--- src/pkg/retop_pkg.sv ---
// Constants shared by the return and option-load decoder.
// Assumes a 14-bit instruction word and an 8-bit data path.
package retop_pkg;
  localparam int INSN_W = 14;
  localparam int DATA_W = 8;
  localparam int PC_W = 13;
  // Full opcode patterns
  localparam logic [13:0] OPC_RETURN_FROM_IRQ = 14'h0009;
  localparam logic [13:0] OPC_LOAD_OPTION = 14'h0062;
  // Return-with-literal: top two bits 11, next two 01, two don't-care bits
  localparam logic [3:0] OPC_RETLIT_HI = 4'hD;
  localparam int RETLIT_HI_POS = 10;
  localparam int LIT_LSB = 0;
  // Global enable position in the interrupt control register
  localparam int IRQ_EN_BIT = 7;
  // Cycle counts
  localparam int RET_CYCLES = 2;
  // Reset values
  localparam logic [7:0] OPTION_RST = 8'hFF;
  localparam logic [7:0] WREG_RST = 8'h00;
  localparam logic [7:0] IRQ_CTRL_RST = 8'h00;
  // Data-memory address of the option register
  localparam logic [7:0] OPTION_ADDR = 8'h81;
endpackage : retop_pkg

--- src/core/opcode_classify.sv ---
// Opcode classifier for the three handled instructions.
// Assumes a registered 14-bit instruction word at its input.
`timescale 1ns/1ps
module opcode_classify (
  // Instruction
  input wire logic [retop_pkg::INSN_W-1:0] insn_in,
  // Class flags
  output logic is_rfi_out,
  output logic is_retlit_out,
  output logic is_ldopt_out
);
  import retop_pkg::*;

  // Pure compare; the two don't-care bits of the literal return are skipped
  assign is_rfi_out = (insn_in == OPC_RETURN_FROM_IRQ);
  assign is_retlit_out = (insn_in[13:RETLIT_HI_POS] == OPC_RETLIT_HI);
  assign is_ldopt_out = (insn_in == OPC_LOAD_OPTION);
endmodule : opcode_classify

--- src/core/return_and_option_decode.sv ---
// Execute logic for return-from-interrupt, return-with-literal and load-option.
// Assumes the fetch unit holds insn_valid_in for one cycle per new word and
// honours stall_out; the stack and status flags live outside.
// Summary of operation
// - Return-from-interrupt pops stack into program counter
// - Return-from-interrupt sets global interrupt enable bit
// - Return-from-interrupt: one word, two cycles, flags kept
// - Load-option copies working register, one cycle
// - Option register also read/written through data memory
// - Return-with-literal loads literal into working register
// - Return-with-literal pops stack, two cycles, flags kept
`timescale 1ns/1ps
module return_and_option_decode (
  // Clock and reset
  input wire logic clk_in,
  input wire logic sys_rst_in,
  // Instruction stream
  input wire logic [retop_pkg::INSN_W-1:0] insn_in,
  input wire logic insn_valid_in,
  // Return stack
  input wire logic [retop_pkg::PC_W-1:0] stack_top_in,
  // Working register write from the rest of the core
  input wire logic w_wr_in,
  input wire logic [retop_pkg::DATA_W-1:0] w_data_in,
  // Data-memory port for the option register
  input wire logic [7:0] dmem_addr_in,
  input wire logic dmem_wr_in,
  input wire logic [retop_pkg::DATA_W-1:0] dmem_wdata_in,
  // Interrupt controller clears the enable on interrupt entry
  input wire logic irq_en_clear_in,
  // Outputs
  output logic stack_pop_out,
  output logic pc_load_out,
  output logic [retop_pkg::PC_W-1:0] program_counter_out,
  output logic irq_en_set_out,
  output logic global_irq_enable_out,
  output logic [retop_pkg::DATA_W-1:0] working_reg_out,
  output logic [retop_pkg::DATA_W-1:0] option_reg_out,
  output logic [retop_pkg::DATA_W-1:0] dmem_rdata_out,
  output logic stall_out,
  output logic busy_out
);
  import retop_pkg::*;

  typedef enum logic [1:0] {
    ST_IDLE = 2'b01,
    ST_FLUSH = 2'b10
  } exec_state_t;

  exec_state_t state_r, state_nxt;
  logic is_rfi, is_retlit, is_ldopt;
  logic [DATA_W-1:0] w_r, opt_r, rdata_r;
  logic irq_en_r, pop_r, pcld_r, gset_r, stall_r;
  logic [PC_W-1:0] pc_r;

  // Elaboration checks: the flush logic and field slices assume these sizes
  if (RET_CYCLES != 2) begin : g_bad_cycles
    $error("Return timing supports two cycles only");
  end
  if (INSN_W != 14) begin : g_bad_insn
    $error("Decoder slices assume a 14-bit instruction word");
  end
  if (DATA_W != 8) begin : g_bad_data
    $error("Literal and option paths assume an 8-bit data path");
  end
  if (LIT_LSB + DATA_W > RETLIT_HI_POS - 2) begin : g_bad_lit
    $error("Literal field overlaps the opcode field");
  end

  opcode_classify u_cls (
    .insn_in(insn_in),
    .is_rfi_out(is_rfi),
    .is_retlit_out(is_retlit),
    .is_ldopt_out(is_ldopt)
  );

  // Accepted decode only in idle; second cycle is the pipeline flush
  wire take = insn_valid_in && (state_r == ST_IDLE);
  wire do_rfi = take && is_rfi;
  wire do_retlit = take && is_retlit;
  wire do_ldopt = take && is_ldopt;
  wire do_ret = do_rfi || do_retlit;
  wire opt_hit = dmem_addr_in == OPTION_ADDR;
  wire [DATA_W-1:0] lit = insn_in[LIT_LSB +: DATA_W];

  // Two-cycle returns spend one extra cycle flushing the fetched word
  always_comb begin
    state_nxt = state_r;
    case (state_r)
      ST_IDLE: if (do_ret) state_nxt = ST_FLUSH;
      ST_FLUSH: state_nxt = ST_IDLE;
      default: state_nxt = ST_IDLE;
    endcase
  end

  always_ff @(posedge clk_in) begin
    if (sys_rst_in) state_r <= ST_IDLE;
    else state_r <= state_nxt;
  end

  // Pop and PC load pulse in the execute cycle; status flags never touched
  always_ff @(posedge clk_in) begin
    if (sys_rst_in) begin
      pop_r <= 1'b0;
      pcld_r <= 1'b0;
      pc_r <= '0;
      stall_r <= 1'b0;
    end else begin
      pop_r <= do_ret;
      pcld_r <= do_ret;
      stall_r <= do_ret;
      if (do_ret) pc_r <= stack_top_in;
    end
  end

  // Enable bit: interrupt entry clear loses to a concurrent return-from-interrupt
  always_ff @(posedge clk_in) begin
    if (sys_rst_in) begin
      irq_en_r <= IRQ_CTRL_RST[IRQ_EN_BIT];
      gset_r <= 1'b0;
    end else begin
      gset_r <= do_rfi;
      if (do_rfi) irq_en_r <= 1'b1;
      else if (irq_en_clear_in) irq_en_r <= 1'b0;
    end
  end

  // Working register: literal return wins over core write
  always_ff @(posedge clk_in) begin
    if (sys_rst_in) w_r <= WREG_RST;
    else if (do_retlit) w_r <= lit;
    else if (w_wr_in) w_r <= w_data_in;
  end

  // Option register: instruction load has priority over a store
  always_ff @(posedge clk_in) begin
    if (sys_rst_in) opt_r <= OPTION_RST;
    else if (do_ldopt) opt_r <= w_r;
    else if (dmem_wr_in && opt_hit) opt_r <= dmem_wdata_in;
  end

  // Registered read; zero for other addresses
  always_ff @(posedge clk_in) begin
    if (sys_rst_in) rdata_r <= '0;
    else rdata_r <= opt_hit ? opt_r : '0;
  end

  assign stack_pop_out = pop_r;
  assign pc_load_out = pcld_r;
  assign program_counter_out = pc_r;
  assign irq_en_set_out = gset_r;
  assign global_irq_enable_out = irq_en_r;
  assign working_reg_out = w_r;
  assign option_reg_out = opt_r;
  assign dmem_rdata_out = rdata_r;
  assign stall_out = stall_r;
  assign busy_out = stall_r;

  // Checks
  // Return-from-interrupt: pop, counter load and enable pulse together
  a_rfi_pops: assert property (@(posedge clk_in) disable iff (sys_rst_in)
    do_rfi |=> stack_pop_out && pc_load_out && irq_en_set_out && global_irq_enable_out)
    else $error("rfi did not pop and enable");

  // Both returns load the counter from the stack top seen at decode
  a_rfi_pc: assert property (@(posedge clk_in) disable iff (sys_rst_in)
    do_ret |=> program_counter_out == $past(stack_top_in))
    else $error("pc not loaded from stack");

  // Pops only ever follow an accepted return
  a_pop_source: assert property (@(posedge clk_in) disable iff (sys_rst_in)
    stack_pop_out |-> $past(do_ret))
    else $error("pop without return");

  // Enable can only rise through return-from-interrupt
  a_irq_en_set: assert property (@(posedge clk_in) disable iff (sys_rst_in)
    $rose(global_irq_enable_out) |-> $past(do_rfi))
    else $error("enable set without return");

  // A clear arriving with the return loses, so no interrupt slips in
  a_set_wins: assert property (@(posedge clk_in) disable iff (sys_rst_in)
    (do_rfi && irq_en_clear_in) |=> global_irq_enable_out)
    else $error("clear beat the return");

  // Exactly one stall cycle after a return
  a_ret_two: assert property (@(posedge clk_in) disable iff (sys_rst_in)
    do_ret |=> (stall_out && busy_out) ##1 (!stall_out && !busy_out))
    else $error("return not two cycles");

  // Return-from-interrupt leaves the working register alone
  a_w_hold: assert property (@(posedge clk_in) disable iff (sys_rst_in)
    (do_rfi && !w_wr_in) |=> $stable(working_reg_out))
    else $error("rfi touched working register");

  // A word offered in the flush cycle is refused
  a_ret_flush: assert property (@(posedge clk_in) disable iff (sys_rst_in)
    do_ret ##1 insn_valid_in |=> !stack_pop_out && !pc_load_out)
    else $error("word taken during flush");

  // Load-option is one cycle and copies the working register
  a_ldopt_one: assert property (@(posedge clk_in) disable iff (sys_rst_in)
    do_ldopt |=> option_reg_out == $past(w_r) && !stall_out)
    else $error("option load wrong");

  // Load-option never disturbs the stack
  a_ldopt_nopop: assert property (@(posedge clk_in) disable iff (sys_rst_in)
    do_ldopt |=> !stack_pop_out && !pc_load_out)
    else $error("option load popped stack");

  // Data-memory store to the option address lands
  a_opt_store: assert property (@(posedge clk_in) disable iff (sys_rst_in)
    (dmem_wr_in && opt_hit && !do_ldopt) |=> option_reg_out == $past(dmem_wdata_in))
    else $error("option store lost");

  // Literal return: literal into working register, stack popped
  a_retlit_w: assert property (@(posedge clk_in) disable iff (sys_rst_in)
    do_retlit |=> working_reg_out == $past(insn_in[7:0]) && stack_pop_out)
    else $error("literal not loaded");

  // Fixed bits alone select the literal return; bits 9:8 play no part
  a_dontcare: assert property (@(posedge clk_in) disable iff (sys_rst_in)
    (take && insn_in[13:10] == OPC_RETLIT_HI) |=> working_reg_out == $past(insn_in[7:0])
      && pc_load_out)
    else $error("dont-care bits decoded");

  // Every output but irq_en_set_out and busy_out is back at its reset value on the first free edge
  a_reset_clean: assert property (@(posedge clk_in) disable iff (sys_rst_in)
    $past(sys_rst_in) |-> !stack_pop_out && !pc_load_out && !stall_out
      && !global_irq_enable_out && program_counter_out == '0 && dmem_rdata_out == '0
      && working_reg_out == WREG_RST && option_reg_out == OPTION_RST)
    else $error("outputs not reset");

  // Main scenarios
  c_rfi: cover property (@(posedge clk_in) do_rfi);
  c_retlit: cover property (@(posedge clk_in) do_retlit);
  c_ldopt: cover property (@(posedge clk_in) do_ldopt);
  c_back: cover property (@(posedge clk_in) do_ret ##2 do_ret);
  c_set_wins: cover property (@(posedge clk_in) do_rfi && irq_en_clear_in);
endmodule : return_and_option_decode

--- config.mk ---
export PLATFORM = sky130hd
export DESIGN_NAME = return_and_option_decode
export DESIGN_NICKNAME = d
export VERILOG_FILES = /design/src/pkg/retop_pkg.sv /design/src/core/opcode_classify.sv /design/src/core/return_and_option_decode.sv
export SDC_FILE = /design/constraint.sdc
export NUM_CORES = 1
export LEC_CHECK = 0
export ABC_AREA = 1
export ABC_CLOCK_PERIOD_IN_PS = 3200
export BUFFER_PORTS_ARGS = -buffer_cell sky130_fd_sc_hd__clkbuf_2
export CORE_MARGIN = 4
export CORE_UTILIZATION = 35
export DETAILED_ROUTE_END_ITERATION = 16
export PLACE_DENSITY = 0.68
export SKIP_LAST_GASP = 1
export SLEW_MARGIN = 25
export SYNTH_ARGS = -nofsm -noshare
export SYNTH_HDL_FRONTEND = slang
export SYNTH_HIERARCHICAL = 1
export SYNTH_SLANG_ARGS = --single-unit
export TNS_END_PERCENT = 30
--- constraint.sdc ---
create_clock -name clk_in -period 3.2 [get_ports clk_in]
set_input_delay 0.8 -clock clk_in [delete_from_list [all_inputs] [get_ports clk_in]]
set_output_delay 0.8 -clock clk_in [all_outputs]
set_load 0.01 [all_outputs]
==> results_dict.tcl, run 1 <==
set metrics [dict create \
    run_status "complete, no violations" \
    ctsHoldBuffers 0 \
    clock_power_share_pct 39.1 \
    synth_ff_type "dfxtp_1" \
    grt_first_pass_wirelength_um 6930 \
    pin_count_of_the_biggest_net_entering_global_routing 23 \
    synth.area.top_cells "dfxtp_1 (46%), nor2_1 (11%), nand2_1 (10%), inv_1 (5.5%), nand3_1 (5.2%)" \
    cp_data_arrival_time_ns 2.10 \
    portBuffers 99 \
    cellInternalPower_mw 0.814 \
    clock_tree.buffer_depth 2 \
    fraction_of_the_yosys_area_taken_by_sequential_cells_pct 45.9 \
    ys.warnings.count 6 \
    crit_path_start_kind "input pin" \
    synth_cell_types 20 \
    htreeDepth 2 \
    drt_iter0_markers 58 \
    p_switching_mw 0.242 \
    clock.fmax_mhz 522 \
    detail_route.drc_violations 0 \
    finalClockSkew_ns 0.00796 \
    detail_route.first_pass.iterations 4 \
    antenna_found_initial 0 \
    routed_wire_length_um 4580 \
    finish.instance_area_mm2 0.00244 \
    cp.buffers_inverters 3 \
    endpoint_kind "register" \
    post_route_cells_drive_above_1_share_pct 32.7 \
    die_wd_um 80.4 \
    report.final.setup_viol 0 \
    post_cts.resized_instances 0 \
    power.share.switching_pct 22.9 \
    synth-edff-count 0 \
    worstHoldPathType "reg -> reg" \
    drtAntennaViolNets 0 \
    dp.final_hpwl_um 3660 \
    cts_post_setup_buffers_inserted 0 \
    dpl_cell_area_mm2 0.00233 \
    worst_skew_pair.late_latency_ns 0.29 \
    required_ns 3.38 \
    highest-signal-layer "met4" \
    fin_tns_setup_ns 0 \
    dieArea_mm2 0.00646 \
    via_count_of_the_first_global_routing_pass 1597 \
    final_net_count 402 \
    critical_path.top_delay_family "compound AO/OA/AOI/OAI gates" \
    comb_power_share_pct 9.7 \
    yosysMostFrequentCell "nor2_1" \
    transition_time_at_the_pin_with_the_least_slew_margin_ns 0.593 \
    clkTransAtPathRegs_ns 0.08 \
    netlist.area_leader.share_pct 45.9 \
    detailroute.wirelength.met2_um 2140 \
    register_bit_count_reported_by_yosys 42 \
    rows 26 \
    root_buffer "clkbuf_8" \
    static-leakage-power_nw 1.35 \
    grt.total_usage_pct 13.7 \
    synth.cell_area_mm2 0.00183 \
    finalMaxSlewViolations 0 \
    ir_worst_vdd_v 0.000158 \
    viasPerCell 4.46 \
    synthArstFlopShare_pct 0 \
    design.core.area_mm2 0.00511 \
    final_hold_vio_count 0 \
    grt_overflow 0 \
    total_power_mw 1.06 \
    seq_power_share_pct 51.2 \
    initial_utilization_pct 35.9 \
    fillers 518 \
    clock_tree_from_tritoncts "done" \
    crit_path_max_incr_delay_ns 0.49 \
    dr_wl_met3_um 314 \
    tritoncts.num_buffers 5 \
    via_count 1855 \
    design.portCount 100 \
    rsz0062_at_grt "false" \
    syn-mean-instance-area_um2 7.27 \
    netlist_top_cells_count "nor2_1 (56), nand2_1 (49), dfxtp_1 (42)" \
    path_cells "clkbuf_2, inv_1, nand2_1, nor2_1, nand2_1, nor2_1, o211ai_2, inv_2, nor2_1, nor2_1" \
    layout-area-overhead-vs-synth_pct 33.4 \
    timing.setup.critical_path_class "in -> reg" \
    place.gp.congestion 0.767 \
    post-route-min-period_ns 1.92 \
    crit_path_frequent_cell "nor2_1" \
    die_height_um 80.4 \
    syn_nets 309 \
    max_slew_margin_pct 60.3 \
    detail_route.wl_per_cell_um 11.0 \
    powerDensity_mw_per_mm2 432 \
    clkSinkCount 42 \
    synthDominantAreaCellType "dfxtp_1" \
    metal1_wirelength_um 2060 \
    synthesis.instances 252 \
    fin_crit_sh_pct 59.9 \
    cpMaxStageDelayCell "o211ai_2" \
    critPathMaxFanout 16 \
    drv_cap 0 \
    n_diodes 0 \
]
per-stage QoR:
step                setup WS, ns  cells  hold WS, ns  util, %
floorplan                   1.34    252        0.465        -
global placement            1.00    408        0.436     45.7
detailed placement         0.965    408        0.436     45.7
CTS                         1.29    416        0.449     47.9
global route                1.07    416        0.473     47.9
finish                      1.28    416        0.449     47.9
power by group through the flow:
stage,clock network (mW),registers [mW],logic (mW)
3_5_place_dp,0,0.553,0.103
6_report,0.414,0.541,0.103
2_1_floorplan,0,0.556,0.0460
4_1_cts,0.428,0.541,0.104
3_3_place_gp,0,0.553,0.103
5_1_grt,0.445,0.542,0.116
worst register-to-register path: cells and delay by family, from the launching register on:
family / cells / cell delay (ns)
DFF: 1 / 0.31
AOI/OAI and AO/OA: 1 / 0.33
buffers and inverters: 2 / 0.34
and+or+nand+nor: 3 / 0.42
layout make-up:
| type | count | area [um^2] | area share (%) |
|---|---|---|---|
| flip-flops and latches | 42 | 841 | 34.4 |
| multi-input cells | 168 | 798 | 32.7 |
| repair buffers | 100 | 503 | 20.6 |
| inverters | 28 | 105 | 4.30 |
| well taps | 70 | 87.6 | 3.58 |
| clock buffers | 6 | 72.6 | 2.97 |
| clock inverters | 2 | 37.5 | 1.54 |
registers in the layout, summed over array words and instances (netlist names):
register               cells
busy_out                   1
dmem_rdata_out             8
program_counter_out       13
global_irq_enable_out      1
state_r                    2
working_reg_out            8
option_reg_out             8
irq_en_set_out             1
per-layer routing:
| metal | up-vias | track usage, % |
|---|---|---|
| met1 | 804 | 16.0 |
| met3 | 5 | 3.70 |
| met2 | 61 | 23.6 |
| met5 | - | 0 |
| met4 | 0 | 5.07 |
| li1 | 985 | - |
final timing paths:
path	startpoint	endpoint	slack, ns	cells after the start
setup reg to reg	state_r[0]$_SDFFE_PP1P_	program_counter_out[6]$_SDFFE_PP0P_	1.72	6
setup / recovery	insn_in[1]	program_counter_out[10]$_SDFFE_PP0P_	1.28	10
hold / removal	option_reg_out[1]$_SDFFE_PP1P_	dmem_rdata_out[1]$_SDFF_PP0_	0.45	2
hold reg to reg	option_reg_out[1]$_SDFFE_PP1P_	dmem_rdata_out[1]$_SDFF_PP0_	0.45	2
logic make-up after synthesis:
logic type	share of synthesized area, %
buffers and inverters	10.6
flip-flops	45.9
AO/OA/AOI/OAI	11.1
AND/OR/NAND/NOR	32.5
cells in the final DEF, fill, tap and decap left out, drive strengths merged:
master    synthesis  final
clkbuf            3    105
nor2             57     57
nand2            49     49
dfxtp            42     42
inv              28     28
nand3            22     22
o21ai            13     13
a21boi            8      8
a211oi            8      8
nand4             8      8
o211ai            1      1
a21oi             1      1
bufinv            0      1
clkinvlp          0      1
buf              11      1
nor3b             1      1
(Power assumes the default switching activity.)
==> run 2, diff against run 1 <==
--- a/config.mk
+++ b/config.mk
@@ -5,13 +5,13 @@
 export SDC_FILE = /design/constraint.sdc
 export NUM_CORES = 1
 export LEC_CHECK = 0
-export ABC_AREA = 1
-export ABC_CLOCK_PERIOD_IN_PS = 3200
+export ABC_AREA = 0
+export ABC_CLOCK_PERIOD_IN_PS = 1600
 export BUFFER_PORTS_ARGS = -buffer_cell sky130_fd_sc_hd__clkbuf_2
 export CORE_MARGIN = 4
 export CORE_UTILIZATION = 35
 export DETAILED_ROUTE_END_ITERATION = 16
-export PLACE_DENSITY = 0.68
+export PLACE_DENSITY = 0.71
 export SKIP_LAST_GASP = 1
 export SLEW_MARGIN = 25
 export SYNTH_ARGS = -nofsm -noshare
==> constraint.sdc (replaced) <==
create_clock -name clk_in -period 1.6 [get_ports clk_in]
set_input_delay 0.4 -clock clk_in [delete_from_list [all_inputs] [get_ports clk_in]]
set_output_delay 0.4 -clock clk_in [all_outputs]
set_load 0.01 [all_outputs]
==> run 2 against run 1 <==
Against the previous run:
- the run now ends with setup timing left
- clock skew is 0.0027 ns lower
- via count decreased by 6.4%
- cell count fell by 10%
- clock-buffer cell count is 1 lower
- highest routed layer unchanged
- critical path type unchanged
- critical endpoint is now option_reg_out[1]$_SDFFE_PP1P_
- largest cell class is now multi-input gates
==> results_dict.tcl, run 2 <==
set metrics [dict create \
    dieArea_mm2 0.00629 \
    layout-area-overhead-vs-synth_pct 48.5 \
    post_route_cells_drive_above_1_share_pct 49.7 \
    synth.cell_area_mm2 0.00178 \
    synth_cell_types 29 \
    cp.depth 8 \
    rsz0062_at_grt "true" \
    yosys.area_share.xor_xnor_pct 0 \
    viasPerCell 4.66 \
    synthArstFlopShare_pct 0 \
    worst_skew_pair.late_latency_ns 0.29 \
    clock.fmax_mhz 506 \
    worstHoldPathType "in -> reg" \
    die_wd_um 79.3 \
    tritoncts.num_buffers 5 \
    netlist.area_leader.share_pct 47.3 \
    synth.area.top_cells "dfxtp_1 (47%), a21oi_1 (5.9%), nand2_1 (5.9%), and2_1 (5.6%), nor2_1 (4.6%)" \
    rows 25 \
    register_bit_count_reported_by_yosys 42 \
    post-route-min-period_ns 1.98 \
    fraction_of_the_yosys_area_taken_by_sequential_cells_pct 47.3 \
    yosys.area_share.simple_pct 26.4 \
    drt_iter0_markers 67 \
    n_diodes 0 \
    required_ns 1.78 \
    grt_first_pass_wirelength_um 7250 \
    numPlacedInstances 360 \
    routed_wire_length_um 4710 \
    yosysMostFrequentCell "dfxtp_1" \
    ir_worst_vdd_v 0.000313 \
    max_slew_margin_pct 60.2 \
    synthDominantAreaCellType "dfxtp_1" \
    antenna_found_initial 0 \
    powerDensity_mw_per_mm2 751 \
    fin_crit_sh_pct 124 \
    dp.final_hpwl_um 3710 \
    final_net_count 362 \
    critPathMaxFanout 7 \
    pin_count_of_the_biggest_net_entering_global_routing 22 \
    fillers 471 \
    drv_cap 0 \
    place.gp.congestion 0.772 \
    netlist_top_cells_count "dfxtp_1 (42), nand2_1 (28), nor2_1 (22)" \
    detail_route.drc_violations 0 \
    cpMaxStageDelayCell "or4b_4" \
    number_of_flip_flops_under_the_largest_register_name 13 \
    proportion_of_synthesized_area_in_mux_cells_pct 4.50 \
    detail_route.first_pass.iterations 4 \
    synth_compound_gate_area_share_pct 17.2 \
    holdPathStages 3 \
    mostFrequentLayoutCell "clkbuf_2" \
    grt.total_usage_pct 14.6 \
    ctsHoldBuffers 0 \
    grt_overflow 0 \
    synth_ff_type "dfxtp_1" \
    mostFrequentLayoutCells "clkbuf_2 (99), dfxtp_1 (42), nand2_1 (28)" \
    synth_top_family_by_area "simple AND/OR/NAND/NOR gates" \
    critical_path.top_delay_family "simple AND/OR/NAND/NOR gates" \
    htreeDepth 2 \
    design.core.area_mm2 0.00482 \
    static-leakage-power_nw 1.20 \
    detail_route.wl_per_cell_um 12.6 \
    run_status "finished, violations left" \
    timing.setup.critical_path_class "in -> reg" \
    violations_in_the_final_reports "setup timing" \
    clkTransAtPathRegs_ns 0.08 \
    synth-adder-area-share_pct 0 \
    portBuffers 99 \
    synthesis.instances 187 \
    path_cells "clkbuf_2, or4b_4, nor4_4, nand4b_1, buf_6, and2_1, a2111oi_2, a21oi_1" \
    finalClockSkew_ns 0.00529 \
    worst_hold_margin_ns 0.323 \
    post-route-util_pct 54.9 \
    cp.buffers_inverters 2 \
    design.portCount 100 \
    clock_tree.buffer_depth 2 \
    finalMaxSlewViolations 0 \
    syn-mean-instance-area_um2 9.51 \
    ys.warnings.count 6 \
    syn_nets 244 \
    drtAntennaViolNets 0 \
    total_power_mw 1.99 \
    clkSinkCount 42 \
    transition_time_at_the_pin_with_the_least_slew_margin_ns 0.596 \
    final_hold_vio_count 0 \
    die_height_um 79.3 \
    endpoint_kind "register" \
    place_ws_ns -0.860 \
    clock_tree_from_tritoncts "done" \
    initial_utilization_pct 36.9 \
    root_buffer "clkbuf_8" \
    crit_path_max_incr_delay_ns 0.54 \
    final_critical_path_setup_slack_ns -0.378 \
    report.final.setup_viol 26 \
    r2r_cells 5 \
    synth-edff-count 0 \
    via_count 1737 \
    finish.cell_count_without_fillers 373 \
    cp_data_arrival_time_ns 2.16 \
    via_count_of_the_first_global_routing_pass 1624 \
    crit_path_start_kind "input pin" \
]
-- run 2: final cells by class --
| class | instances | area [um^2] | area share, % |
|---|---|---|---|
| Multi-Input combinational cell | 130 | 926 | 35.0 |
| Sequential cell | 42 | 841 | 31.8 |
| Timing Repair Buffer | 125 | 698 | 26.4 |
| Tap cell | 67 | 83.8 | 3.17 |
| Clock buffer | 5 | 68.8 | 2.60 |
| Clock inverter | 3 | 21.3 | 0.805 |
| Inverter | 1 | 3.75 | 0.142 |
-- run 2: logic make-up after synthesis --
logic type,count (synthesis)
compound gates,40
buf+inv,15
flops,42
mux,8
simple gates,82
-- run 2: timing repair --
item / 4_1_cts / 5_1_grt
endpoints found under the setup margin: 26 / 26
buffers inserted: 4 / 1
hold endpoints to repair: 0 / 0
pin swaps: 5 / 4
gates cloned: 0 / 0
gates resized for setup: 17 / 3
-- run 2: worst reg2reg max path: stages (launching register included) --
cell	delay (ns)
dfxtp_1	0.36
and4b_2	0.26
buf_4	0.14
buf_4	0.18
a2111oi_2	0.36
a21oi_1	0.07
-- run 2: path summary, 6_finish.rpt --
path	startpoint	to	slack (ns)
setup / recovery	insn_in[9]	option_reg_out[1]$_SDFFE_PP1P_	-0.38
hold reg to reg	program_counter_out[6]$_SDFFE_PP0P_	program_counter_out[6]$_SDFFE_PP0P_	0.45
setup reg to reg	state_r[1]$_SDFFE_PP0P_	option_reg_out[7]$_SDFFE_PP1P_	0.12
hold / removal	stack_top_in[9]	program_counter_out[9]$_SDFFE_PP0P_	0.32
-- run 2: stage by stage --
step	setup TNS [ns]	instance area, um^2
2_1_floorplan	-9.61	1780
3_3_place_gp	-14.72	2440
3_5_place_dp	-14.87	2440
4_1_cts	-7.43	2620
5_1_grt	-9.63	2640
6_report	-7.34	2640
-- run 2: metal layers --
metal  global-route usage, %  vias to the layer above  share of wire (%)
li1                        -                      888                  -
met1                    17.4                      776                 42
met2                    24.5                       63                 48
met3                    4.76                       10                7.6
met4                    5.15                        0                1.8
met5                       0                        -                  0
-- run 2: where the power goes --
group          internal, mW  switching [mW]
Clock                 0.306           0.365
Combinational         0.122           0.106
Sequential             1.06          0.0212
Total                  1.49           0.493
==> run 3, diff against run 2 <==
--- a/config.mk
+++ b/config.mk
@@ -8,12 +8,11 @@
 export ABC_AREA = 0
 export ABC_CLOCK_PERIOD_IN_PS = 1600
 export BUFFER_PORTS_ARGS = -buffer_cell sky130_fd_sc_hd__clkbuf_2
-export CORE_MARGIN = 4
+export CORE_MARGIN = 2
 export CORE_UTILIZATION = 35
 export DETAILED_ROUTE_END_ITERATION = 16
 export PLACE_DENSITY = 0.71
 export SKIP_LAST_GASP = 1
-export SLEW_MARGIN = 25
 export SYNTH_ARGS = -nofsm -noshare
 export SYNTH_HDL_FRONTEND = slang
 export SYNTH_HIERARCHICAL = 1
==> run 3 against run 2 <==
Against the previous run:
- the run still ends with setup timing left
- first-iteration DRC count up 7.5%
- via count grew 0.92%
- non-clock buffer count stayed put
- critical endpoint is now option_reg_out[3]$_SDFFE_PP1P_
==> results_dict.tcl, run 3 (synthesized netlist as in run 2, its figures left out) <==
set metrics [dict create \
    crit_path_start_kind "input pin" \
    detail_route.drc_violations 0 \
    mostFrequentLayoutCells "clkbuf_2 (98), dfxtp_1 (42), nand2_1 (28)" \
    antenna_found_initial 0 \
    endpoint_kind "register" \
    dp.final_hpwl_um 3430 \
    startpoint "insn_in[13]" \
    via_count_of_the_first_global_routing_pass 1561 \
    timing.setup.critical_path_class "in -> reg" \
    cp_data_arrival_time_ns 2.22 \
    numPlacedInstances 359 \
    final_hold_vio_count 0 \
    place_ws_ns -0.952 \
    clkTransAtPathRegs_ns 0.08 \
    final_critical_path_setup_slack_ns -0.442 \
    cp.buffers_inverters 1 \
    seqCellArea_um2 841 \
    post_route_cells_drive_above_1_share_pct 51.8 \
    viasPerCell 4.69 \
    finish.cell_count_without_fillers 374 \
    ctsHoldBuffers 0 \
    drv_cap 0 \
    rows 25 \
    max_slew_margin_pct 69.8 \
    fin_tns_setup_ns -7.25 \
    critPathMaxFanout 5 \
    grt_overflow 0 \
    rsz0062_at_grt "true" \
    root_buffer "clkbuf_8" \
    via_count 1753 \
    cpMaxStageDelayCell "or4_4" \
    powerDensity_mw_per_mm2 758 \
    static-leakage-power_nw 1.24 \
    required_ns 1.77 \
    path_cells "buf_6, or4_4, nor4_4, and4b_2, a31oi_4, a2111oi_4, a21oi_2" \
    drtAntennaViolNets 0 \
    worst_skew_pair.late_latency_ns 0.29 \
    transition_time_at_the_pin_with_the_least_slew_margin_ns 0.451 \
    holdPathStages 3 \
    mostFrequentLayoutCell "clkbuf_2" \
    htreeDepth 2 \
    fillers 448 \
    layout-area-overhead-vs-synth_pct 56.8 \
    die_wd_um 75.3 \
    ir_worst_vdd_v 0.000374 \
    die_height_um 75.3 \
    critical_path.top_delay_family "simple AND/OR/NAND/NOR gates" \
    portBuffers 99 \
    finalMaxSlewViolations 0 \
    min_delay_src "stack_top_in[12]" \
    final_net_count 363 \
    violations_in_the_final_reports "setup timing" \
    detail_route.first_pass.iterations 4 \
    clock_tree_from_tritoncts "done" \
    r2r_cells 5 \
    grt_first_pass_wirelength_um 7180 \
    routed_wire_length_um 5000 \
    design.core.area_mm2 0.00482 \
    finish.instance_area_mm2 0.00279 \
    place.gp.congestion 0.810 \
    n_diodes 0 \
    run_status "finished, violations left" \
    timing.rr.end "option_reg_out[5]$_SDFFE_PP1P_" \
    post-route-min-period_ns 2.04 \
    pin_count_of_the_biggest_net_entering_global_routing 28 \
    r2r-start "state_r[1]$_SDFFE_PP0P_" \
    initial_utilization_pct 36.9 \
    ff2ff_setup_slack_ns 0.13 \
    worst_hold_margin_ns 0.321 \
    fin_crit_sh_pct 128 \
    worstHoldPathType "in -> reg" \
    clkSinkCount 42 \
    clock_tree.buffer_depth 2 \
    detail_route.wl_per_cell_um 13.4 \
    total_power_mw 2.12 \
    dieArea_mm2 0.00567 \
    number_of_flip_flops_under_the_largest_register_name 13 \
    design.portCount 100 \
    finalClockSkew_ns 0.00619 \
    crit_path_max_incr_delay_ns 0.54 \
    drt_iter0_markers 72 \
    min_delay_worst_endpoint "program_counter_out[12]$_SDFFE_PP0P_" \
    multiInputGateArea_mm2 0.00103 \
    clock.fmax_mhz 490 \
    dpl_cell_area_mm2 0.00244 \
    report.final.setup_viol 26 \
    tritoncts.num_buffers 5 \
    post-route-util_pct 57.9 \
    grt.total_usage_pct 16.7 \
]
## run 3: worst max path at each step
stage / end / slack (ns) / cells after the start
after floorplan: option_reg_out[0]$_SDFFE_PP1P_ / -0.58 / 7
after global placement: option_reg_out[3]$_SDFFE_PP1P_ / -0.82 / 7
after detailed placement: option_reg_out[4]$_SDFFE_PP1P_ / -0.95 / 7
after CTS: option_reg_out[3]$_SDFFE_PP1P_ / -0.40 / 8
after global routing: option_reg_out[5]$_SDFFE_PP1P_ / -0.51 / 8
final: option_reg_out[3]$_SDFFE_PP1P_ / -0.44 / 7
## run 3: worst register-to-register path, stage by stage, from the launching register on
cell and delay [ns]:
dfxtp_1 0.35, and4b_2 0.28, a31oi_4 0.35, buf_6 0.18
buf_4 0.13, a21oi_1 0.06
## run 3: what timing repair did
action,CTS,global route
resized for setup,24,12
gates cloned,1,1
setup endpoints to repair,26,26
pin swaps,10,6
buffers inserted,3,2
## run 3: metal layers
metal  GRT usage, %  wire length, um
met5              0                0
met4           6.63              129
met3           4.76              295
met2           27.4             2370
met1           20.7             2200
## run 3: report_power, final
| group | internal [mW] | switching (mW) | total [mW] |
|---|---|---|---|
| clock network | 0.435 | 0.344 | 0.780 |
| registers | 1.06 | 0.0247 | 1.09 |
| logic | 0.132 | 0.115 | 0.248 |
| total | 1.63 | 0.484 | 2.12 |
## run 3: area by class of cell
class | count | share of cell area (%)
multi-input cells | 131 | 36.8
flip-flops and latches | 42 | 30.1
repair buffers | 125 | 26.0
clock buffers | 8 | 3.95
well taps | 67 | 3.00
inverters | 1 | 0.135
